<file path="config.mk">
export PLATFORM = sky130hd
export DESIGN_NAME = dsm_modulator
export DESIGN_NICKNAME = d
export VERILOG_FILES = /design/src/logic/dsm_pkg.sv /design/src/logic/dsm_modulator.sv
export VERILOG_INCLUDE_DIRS = /design/src /design/src/logic
export SDC_FILE = /design/constraint.sdc
export NUM_CORES = 1
export LEC_CHECK = 0
export ABC_AREA = 1
export BUFFER_PORTS_ARGS = -buffer_cell sky130_fd_sc_hd__buf_4
export CAP_MARGIN = 40
export CORE_MARGIN = 2
export CORE_UTILIZATION = 30
export DETAILED_ROUTE_END_ITERATION = 16
export GPL_TIMING_DRIVEN = 0
export PLACE_DENSITY_LB_ADDON = 0.25
export REMOVE_ABC_BUFFERS = 1
export SYNTH_ARGS = -nofsm -noshare
export SYNTH_HDL_FRONTEND = slang
export SYNTH_SLANG_ARGS = --single-unit
</file>
<file path="constraint.sdc">
create_clock -name clk_i -period 1.7 [get_ports clk_i]
set_input_delay 0 -clock clk_i [delete_from_list [all_inputs] [get_ports clk_i]]
set_output_delay 0 -clock clk_i [all_outputs]
set_load 0.005 [all_outputs]
</file>
<file path="src/logic/dsm_cfg.svh">
// Register offsets, field positions and reset values of the data signal modulator.
`ifndef DSM_CFG_SVH
`define DSM_CFG_SVH

// ---------------------------------------------------------------------------
// Register byte offsets
// ---------------------------------------------------------------------------
`define DSM_OFS_CONTROL   8'h00
`define DSM_OFS_MOD_SRC   8'h04
`define DSM_OFS_CAR_HIGH  8'h08
`define DSM_OFS_CAR_LOW   8'h0C

// ---------------------------------------------------------------------------
// Field positions
// ---------------------------------------------------------------------------
`define DSM_BIT_ENABLE    7
`define DSM_BIT_OUT_INV   4
`define DSM_BIT_OUT_STATE 3
`define DSM_BIT_SW_MOD    0
`define DSM_BIT_CAR_INV   6
`define DSM_BIT_CAR_SYNC  5

// ---------------------------------------------------------------------------
// Source codes and reset values
// ---------------------------------------------------------------------------
`define DSM_CODE_SW_BIT   4'h0
`define DSM_CODE_GROUND   4'h0
`define DSM_CODE_RESERVED 4'h9
`define DSM_MOD_CCP_ONE   4'h2
`define DSM_MOD_CCP_TWO   4'h3
`define DSM_CAR_CCP_ONE   4'h4
`define DSM_CAR_CCP_TWO   4'h5
`define DSM_RST_CONTROL   8'h00
`define DSM_RST_SELECT    8'h00

`endif

</file>
<file path="src/logic/dsm_pkg.sv">
// Types shared by the data signal modulator.
package dsm_pkg;

    // Control register fields.
    typedef struct packed {
        logic enable;
        logic out_inv;
        logic sw_mod;
    } dsm_control_s;

    // One carrier control register.
    typedef struct packed {
        logic       inv;
        logic       sync;
        logic [3:0] sel;
    } dsm_carrier_cfg_s;

endpackage

</file>
<file path="src/logic/dsm_modulator.sv">
// Data signal modulator with a classic Wishbone register slave.
//
// Our own choices: the register offsets and register access over Wishbone.
`include "dsm_cfg.svh"
`timescale 1ns/1ps
`default_nettype none

module dsm_modulator
    import dsm_pkg::*;
#(
    parameter int SRC_W = 16
) (
    input  wire logic             clk_i,
    input  wire logic             rst_i,
    input  wire logic [7:0]       wb_adr_i,
    input  wire logic [31:0]      wb_dat_i,
    input  wire logic [3:0]       wb_sel_i,
    input  wire logic             wb_we_i,
    input  wire logic             wb_cyc_i,
    input  wire logic             wb_stb_i,
    output logic      [31:0]      wb_dat_o,
    output logic                  wb_ack_o,
    input  wire logic [SRC_W-1:0] carrier_src_i,
    input  wire logic [SRC_W-1:0] mod_src_i,
    input  wire logic [1:0]       ccp_pwm_mode_i,
    output logic                  mod_out_o
);

    // -----------------------------------------------------------------------
    // Source selection
    // -----------------------------------------------------------------------
    // Returns the carrier for a code; ground and the reserved code give zero.
    function automatic logic carrier_pick(input logic [SRC_W-1:0] src,
                                          input logic [3:0]       code);
        logic v;
        v = src[code];
        if (code == `DSM_CODE_GROUND || code == `DSM_CODE_RESERVED) begin
            v = 1'b0;
        end
        return v;
    endfunction

    // -----------------------------------------------------------------------
    // Registers and state
    // -----------------------------------------------------------------------
    dsm_control_s     ctrl;
    logic [3:0]       mod_sel;
    dsm_carrier_cfg_s car_high;
    dsm_carrier_cfg_s car_low;

    logic [2*SRC_W-1:0] sync1;
    logic [2*SRC_W-1:0] sync2;
    logic [2*SRC_W-1:0] sync3;
    logic [2*SRC_W-1:0] filt;

    logic high_prev;
    logic low_prev;
    logic use_high;
    logic use_low;

    // -----------------------------------------------------------------------
    // Input synchronisers
    // -----------------------------------------------------------------------
    // A bit changes only once the second and third stages agree.
    wire [2*SRC_W-1:0] pin_in    = {carrier_src_i, mod_src_i};
    wire [2*SRC_W-1:0] differ    = sync2 ^ sync3;
    wire [2*SRC_W-1:0] next_filt = (sync3 & ~differ) | (filt & differ);

    always_ff @(posedge clk_i) begin
        sync1 <= pin_in;
        sync2 <= sync1;
        sync3 <= sync2;
        if (rst_i) begin
            filt <= '0;
        end else begin
            filt <= next_filt;
        end
    end

    wire [SRC_W-1:0] car_raw = filt[2*SRC_W-1:SRC_W];
    wire [SRC_W-1:0] mod_raw = filt[SRC_W-1:0];

    // Capture/compare outputs count only while those units run as PWM.
    logic [SRC_W-1:0] car_gated;
    logic [SRC_W-1:0] mod_gated;
    always_comb begin
        car_gated = car_raw;
        mod_gated = mod_raw;
        car_gated[`DSM_CAR_CCP_ONE] = car_raw[`DSM_CAR_CCP_ONE]
                                      & ccp_pwm_mode_i[0];
        car_gated[`DSM_CAR_CCP_TWO] = car_raw[`DSM_CAR_CCP_TWO]
                                      & ccp_pwm_mode_i[1];
        mod_gated[`DSM_MOD_CCP_ONE] = mod_raw[`DSM_MOD_CCP_ONE]
                                      & ccp_pwm_mode_i[0];
        mod_gated[`DSM_MOD_CCP_TWO] = mod_raw[`DSM_MOD_CCP_TWO]
                                      & ccp_pwm_mode_i[1];
    end

    // -----------------------------------------------------------------------
    // Carrier and modulator paths
    // -----------------------------------------------------------------------
    // While disabled the carrier picks are grounded ahead of the invert bits and the stored codes remain.
    wire high_pick = ctrl.enable
                   & carrier_pick(car_gated, car_high.sel);
    wire low_pick  = ctrl.enable
                   & carrier_pick(car_gated, car_low.sel);
    wire high_car  = high_pick ^ car_high.inv;
    wire low_car   = low_pick ^ car_low.inv;

    wire use_hw_mod = ctrl.enable && (mod_sel != `DSM_CODE_SW_BIT);
    wire modulator  = use_hw_mod ? mod_gated[mod_sel]
                                 : ctrl.sw_mod;

    // Falling edges are taken after inversion.
    wire high_fall = high_prev & ~high_car;
    wire low_fall  = low_prev & ~low_car;

    // A synchronised carrier changes its enable only at its own falling
    // edge, so it runs on after the switch away and waits before resuming.
    wire next_use_high = (car_high.sync && !high_fall) ? use_high
                                                      : modulator;
    wire next_use_low  = (car_low.sync && !low_fall) ? use_low
                                                    : ~modulator;

    wire mixed   = (high_car & use_high) | (low_car & use_low);
    wire next_out = ctrl.enable & (mixed ^ ctrl.out_inv);

    always_ff @(posedge clk_i) begin
        if (rst_i) begin
            high_prev <= 1'b0;
            low_prev  <= 1'b0;
            use_high  <= 1'b0;
            use_low   <= 1'b0;
            mod_out_o <= 1'b0;
        end else begin
            high_prev <= high_car;
            low_prev  <= low_car;
            use_high  <= next_use_high;
            use_low   <= next_use_low;
            mod_out_o <= next_out;
        end
    end

    // -----------------------------------------------------------------------
    // Wishbone slave
    // -----------------------------------------------------------------------
    wire       req      = wb_cyc_i & wb_stb_i;
    wire       mapped   = (wb_adr_i[7:4] == 4'h0);
    wire [7:0] word_adr = {wb_adr_i[7:2], 2'b00};
    wire       wr_lane  = req & wb_we_i & wb_ack_o & wb_sel_i[0] & mapped;
    wire       wr_ctrl  = wr_lane && (word_adr == `DSM_OFS_CONTROL);
    wire       wr_msrc  = wr_lane && (word_adr == `DSM_OFS_MOD_SRC);
    wire       wr_high  = wr_lane && (word_adr == `DSM_OFS_CAR_HIGH);
    wire       wr_low   = wr_lane && (word_adr == `DSM_OFS_CAR_LOW);

    // Reserved bits read zero and the output state bit is read-only.
    logic [7:0] rd_byte;
    always_comb begin
        rd_byte = 8'h00;
        case (word_adr)
            `DSM_OFS_CONTROL: begin
                rd_byte[`DSM_BIT_ENABLE]    = ctrl.enable;
                rd_byte[`DSM_BIT_OUT_INV]   = ctrl.out_inv;
                rd_byte[`DSM_BIT_OUT_STATE] = mod_out_o;
                rd_byte[`DSM_BIT_SW_MOD]    = ctrl.sw_mod;
            end
            `DSM_OFS_MOD_SRC: begin
                rd_byte[3:0] = mod_sel;
            end
            `DSM_OFS_CAR_HIGH: begin
                rd_byte[`DSM_BIT_CAR_INV]  = car_high.inv;
                rd_byte[`DSM_BIT_CAR_SYNC] = car_high.sync;
                rd_byte[3:0]               = car_high.sel;
            end
            `DSM_OFS_CAR_LOW: begin
                rd_byte[`DSM_BIT_CAR_INV]  = car_low.inv;
                rd_byte[`DSM_BIT_CAR_SYNC] = car_low.sync;
                rd_byte[3:0]               = car_low.sel;
            end
            default: begin
                rd_byte = 8'h00;
            end
        endcase
    end

    wire [31:0] next_rd = mapped ? {24'h000000, rd_byte} : 32'h00000000;

    // Each request gets one ack a cycle after it is seen; ack drops next.
    always_ff @(posedge clk_i) begin
        if (rst_i) begin
            wb_ack_o <= 1'b0;
            wb_dat_o <= 32'h00000000;
        end else begin
            wb_ack_o <= req & ~wb_ack_o;
            wb_dat_o <= next_rd;
        end
    end

    // -----------------------------------------------------------------------
    // Register file
    // -----------------------------------------------------------------------
    localparam logic [7:0] RST_CTRL = `DSM_RST_CONTROL;
    localparam logic [7:0] RST_SEL  = `DSM_RST_SELECT;

    always_ff @(posedge clk_i) begin
        if (rst_i) begin
            ctrl.enable   <= RST_CTRL[`DSM_BIT_ENABLE];
            ctrl.out_inv  <= RST_CTRL[`DSM_BIT_OUT_INV];
            ctrl.sw_mod   <= RST_CTRL[`DSM_BIT_SW_MOD];
            mod_sel       <= RST_SEL[3:0];
            car_high      <= '{inv: RST_SEL[`DSM_BIT_CAR_INV],
                               sync: RST_SEL[`DSM_BIT_CAR_SYNC],
                               sel: RST_SEL[3:0]};
            car_low       <= '{inv: RST_SEL[`DSM_BIT_CAR_INV],
                               sync: RST_SEL[`DSM_BIT_CAR_SYNC],
                               sel: RST_SEL[3:0]};
        end else begin
            if (wr_ctrl) begin
                ctrl.enable  <= wb_dat_i[`DSM_BIT_ENABLE];
                ctrl.out_inv <= wb_dat_i[`DSM_BIT_OUT_INV];
                ctrl.sw_mod  <= wb_dat_i[`DSM_BIT_SW_MOD];
            end
            if (wr_msrc) begin
                mod_sel <= wb_dat_i[3:0];
            end
            if (wr_high) begin
                car_high.inv  <= wb_dat_i[`DSM_BIT_CAR_INV];
                car_high.sync <= wb_dat_i[`DSM_BIT_CAR_SYNC];
                car_high.sel  <= wb_dat_i[3:0];
            end
            if (wr_low) begin
                car_low.inv  <= wb_dat_i[`DSM_BIT_CAR_INV];
                car_low.sync <= wb_dat_i[`DSM_BIT_CAR_SYNC];
                car_low.sel  <= wb_dat_i[3:0];
            end
        end
    end

endmodule

`default_nettype wire

</file>
**After elaboration in Yosys (flattened, before gate mapping)**

Cells that the tools add are included.

- Flip-flop bits (word level): 185
- Input bits: 83

- Order comparisons: 3
- Equal/unequal tests: 5
- Multiplexer cells: 13
- Bitwise logic cells: 32
- Reduce and logical (&&, ||, !) cells: 18

Operators by type and width:

| kind | count |
|---|---|
| bitwise AND 32 bit | 2 |
| inverter 32 bit | 1 |
| OR 32 bit | 1 |
| XOR 32 bit | 1 |
| bitwise AND 1 bit | 17 |
| < comparator 4 x 5 -> 1 bit (second input constant) | 3 |
| binary-select mux 1 bit (select 4 bit) | 3 |
| == test 6 x 2 -> 1 bit (second input constant) | 2 |
| logical NOT 4 bit | 3 |
| == test 4 bit (second input constant) | 2 |
| logical NOT 8 bit | 1 |
| one-hot mux 1 bit (4 select lines) | 2 |
| logical AND 1 bit | 7 |
| == test 6 x 1 -> 1 bit (second input constant) | 1 |
| 2-to-1 mux 1 bit | 6 |
| inverter 1 bit | 6 |
| one-hot mux 2 bit (3 select lines) | 1 |
| one-hot mux 2 bit (2 select lines) | 1 |
| nonzero test 4 bit | 1 |
| OR reduction 3 bit | 1 |
| XOR 1 bit | 3 |
| logical NOT 1 bit | 2 |
| logical OR 1 bit | 2 |
| OR reduction 2 bit | 1 |
| OR 1 bit | 1 |

**Longest topological paths before layout**

- Word-level depth: 10
- Gate-level depth with buffers: 12

**Worst setup path before layout**

Ideal clock, no wire load.

- Path kind: register to register
- Start point: register car_high[0] (netlist name)
- End point: register mod_out_o
- Setup time: 0.115 ns
- Data arrival time: 1.214 ns
- Required time: 1.585 ns
- Slack: 0.371 ns
- Cell stages (with the launch flop): 12
- Buffers on the path: 0
- Cell sequence: dfxtp_1 -> clkinv_1 -> nand2_1 -> nand3_1 -> nand3_1 -> nand3_1 -> nand3_1 -> nand2_1 -> nand2_1 -> nand2_1 -> a21oi_1 -> nor2_1

- Cells in the longest elaborated chain, start to end: 9
- Elaborated cells on any way between the ends: 12
- Those cells by class: eq/ne (1); mux (3); bitwise (6); reduce/logical (2)

Ends and longest elaborated chain:

| element | RTL line | text |
|---|---|---|
| start: declaration | dsm_modulator.sv:48 | `dsm_carrier_cfg_s car_high;` |
| start signal: assignment | dsm_modulator.sv:211 | `` car_high <= '{inv: RST_SEL[`DSM_BIT_CAR_INV], `` |
| binary-select mux 1 bit (select 4 bit), or another cell as far along | dsm_modulator.sv:36 | `v = src[code];` |
| 2-to-1 mux 1 bit (not written as such) or logical OR 1 bit (tied branches) | - |  |
| 2-to-1 mux 1 bit * | dsm_modulator.sv:37 | `` if (code == `DSM_CODE_GROUND \|\| code == `DSM_CODE_RESERVED) begin `` |
| bitwise AND 1 bit * | dsm_modulator.sv:104 | `& carrier_pick(car_gated, car_high.sel);` |
| XOR 1 bit * | dsm_modulator.sv:107 | `wire high_car = high_pick ^ car_high.inv;` |
| bitwise AND 1 bit * | dsm_modulator.sv:125 | `wire mixed = (high_car & use_high) \| (low_car & use_low);` |
| OR 1 bit * | dsm_modulator.sv:125 |  |
| XOR 1 bit * | dsm_modulator.sv:126 | `wire next_out = ctrl.enable & (mixed ^ ctrl.out_inv);` |
| bitwise AND 1 bit * | dsm_modulator.sv:126 |  |
| end signal: assignment | dsm_modulator.sv:140 | `mod_out_o <= next_out;` |
| end: declaration | dsm_modulator.sv:26 | `output logic mod_out_o` |

Mark *: on every way between the ends. The rest lies on a longest branch, timed or not. The select of a mux whose other input is x is not followed.
A chain may end at the register's enable or synchronous reset.

**Worst setup path in the final report**

- Start point: register mod_sel[1]
- End point: register use_low

- Cells in the longest elaborated chain, start to end: 4
- Elaborated cells on any way between the ends: 6
- Those cells by class: mux (3); bitwise (1); reduce/logical (2)

Ends and longest elaborated chain:

| element | RTL line | text |
|---|---|---|
| start: declaration | dsm_modulator.sv:47 | `logic [3:0] mod_sel;` |
| start signal: assignment | dsm_modulator.sv:210 | `mod_sel <= RST_SEL[3:0];` |
| start signal: assignment | dsm_modulator.sv:224 | `mod_sel <= wb_dat_i[3:0];` |
| binary-select mux 1 bit (select 4 bit) or nonzero test 4 bit (tied branches) | - |  |
| 2-to-1 mux 1 bit (not written as such) or logical AND 1 bit (tied branches) | dsm_modulator.sv:111, dsm_modulator.sv:110 |  |
| 2-to-1 mux 1 bit * | dsm_modulator.sv:111 | `wire modulator = use_hw_mod ? mod_gated[mod_sel]` |
| inverter 1 bit * | dsm_modulator.sv:123 | `: ~modulator;` |
| end signal: assignment | dsm_modulator.sv:139 | `use_low <= next_use_low;` |
| end: declaration | dsm_modulator.sv:59 | `logic use_low;` |

Marked as above.

==> results.ini <==
[layout]
fin_nets = 744
n_fill_cell = 1613
fin_util_pct = 41.3
drive_above_1_share_pct = 19.0
stdcell_count = 894
mostFrequentLayoutCells = dfxtp_1, buf_4, a21oi_1
layout_commonest_cell = dfxtp_1
area_growth_pct = 35.1
num_antenna_cells = 0

[die]
dieArea_um2 = 17900
num_rows = 47
io_pins = 117
chipWidth_um = 134
core_um2 = 16500
start_util_pct = 30.6
die_y_um = 134

[power_and_ir_drop]
p_leak_nw = 2.81
powerDensity_nw_per_um2 = 1180
peakVddDrop_mv = 0.668

[grt]
use_met2_pct = 19.3
use_met1_pct = 15.5
grt_pass1_wl_mm = 17.7
grt_max_degree = 30
met3_usage_pct = 4.57
grt_busiest_layer = met2
grt_usage_pct = 12.6
antenna_found_initial = 0
grt_pass1_vias = 3716
grt-ovfl-total = 0

[detailed_routing]
ant_nets = 0
drtIter0Drc = 230
viasPerCell = 4.33
routed_wl_mm = 10.5
drcViolationCount = 0
num_vias = 3871
wl_per_cell_um = 11.8
drtPass1Iterations = 4

[timing]
tightest_slew_ns = 0.797
fmax_ghz = 0.643
slew_headroom_pct = 46.8
period_needed_ns = 1.56
slew_violations = 0
hold_violations = 0
finalSetupViolCount = 0
skew_ns = 0.00584
rsz0062_at_grt = false
finalCritPeriodShare_pct = 91.5
tns_ns = 0

[critical_path]
r2r.worst_path.cells = 11
critPathKind = flip-flop to flip-flop
reg2reg_slack_ns = 0.14
worstSetupEndpointType = flip-flop
crit_fanout = 9
critPathLaunchType = flip-flop
critPathArrivalTime_ns = 1.87
cp.required_ns = 2.02

[yosys]
synth-seq-cells = 161
synth.area.top_cells = dfxtp_1, a21oi_1, o21ai_0
ys_seq_area_share_pct = 63.8
syn_avg_cell_area_um2 = 9.38
synthArstFlopShare_pct = 0
synth_area_um2 = 5050
yosys.area.top_type = dfxtp_1
synth_edf_count = 0
synth_flop_cell = dfxtp_1
synthCells = 538
ys_types = 27
synth_top_area_share_pct = 63.8
yosysWarnings = 0

[cts]
insertion_delay_ns = 0.42
cts.clk_slew.worst_paths_ns = 0.06
cts.path.max_buffers = 2
cts_root_buf = clkbuf_16
htree_levels = 4
numCtsBuffers = 17
cts.sinks = 161
cts_tree = built

[run_status]
status = complete, no violations

[placed_design]
port_buffers = 63
dp_hpwl_mm = 7.23
post-place-cells = 811
place_congestion = 0.802

[min_path]
hold_path_class = primary input to flip-flop
whs_path_depth = 4

[flow_run]
max_cap_violations = 0

==> timing repair <==
item | CTS | global route
resized for setup | 7 | 16
setup endpoints to repair | 5 | 3
gates cloned | 0 | 0
hold buffers | 44 | 0
endpoints found under the hold margin | 59 | 0
pin swaps | 0 | 0
buffers inserted | 0 | 7
==> Yosys cell counts, types with 3 or more instances <==
cell type  number
nand3_1        45
nor2_1         57
dfxtp_1       161
nor3_1          3
nand4_1         3
buf_4          24
a21oi_1        58
clkbuf_1        6
inv_1          28
buf_2           4
nand2_1        56
inv_2           7
nor2_4          3
o21ai_0        57
o21ai_1         8
==> critical path, cell delays in order, from the launching register on <==
cell	delay [ns]
dfxtp_1	0.52
o21ai_0	0.14
nor2_1	0.11
o21ai_0	0.10
nand2_1	0.08
nand2_1	0.04
nand2_1	0.07
nand2_1	0.05
nand2_1	0.11
inv_1	0.05
a21oi_1	0.12
nor2_1	0.06
==> cell type report <==
type	instances	area, µm²	area share [%]
Timing Repair Buffer	115	991	14.5
Inverter	37	154	2.26
Clock inverter	8	104	1.52
Clock buffer	24	482	7.06
Sequential cell	161	3240	47.5
Tap cell	220	275	4.04
Multi-Input combinational cell	329	1570	23.0
==> power by group <==
group	switching, W	internal [W]	total (W)	leakage, nW
Clock	0.00144	0.00228	0.00372	0.284
Combinational	0.000139	0.000204	0.000342	1.18
Sequential	0.0000838	0.00393	0.00402	1.34
==> layer usage <==
layer	part of all wire, %	wire (µm)	up-vias
met5	0	0	-
met4	2.3	246	0
met3	6.5	683	23
met2	44	4650	112
met1	47	4940	1746
li1	-	-	1990
==> logic make-up (layout without fill, tap and decap cells) <==
kind of cell	after synthesis	after routing	synth area share, %
DFF	161	161	63.8
AOI/OAI and AO/OA	131	131	13.4
buffers and inverters	71	184	7.16
and+or+nand+nor	174	174	15.5
other	1	24	0.0743
==> per-stage QoR <==
| stage | setup slack [ns] | total power [W] | hold slack, ns | area [µm²] |
|---|---|---|---|---|
| 6_report | 0.144 | 0.00808 | 0.0678 | 6820 |
| 5_1_grt | 0.00348 | 0.00842 | 0.0953 | 6820 |
| 4_1_cts | 0.0280 | 0.00819 | 0.0368 | 6730 |
| 3_5_place_dp | -0.339 | 0.00437 | 0.105 | 5690 |
| 3_3_place_gp | -0.292 | 0.00435 | 0.105 | 5660 |
| 2_1_floorplan | 0.140 | 0.00420 | 0.0277 | 4910 |
==> final timing paths <==
path | start | end
max | mod_sel[1]$_SDFFE_PP0P_ | use_low$_SDFFE_PP0N_
min | wb_adr_i[3] | wb_dat_o[4]$_SDFF_PP0_
max reg2reg | mod_sel[1]$_SDFFE_PP0P_ | use_low$_SDFFE_PP0N_
min reg2reg | sync1[27]$_DFF_P_ | sync2[27]$_DFF_P_
(Power assumes the default switching activity.)
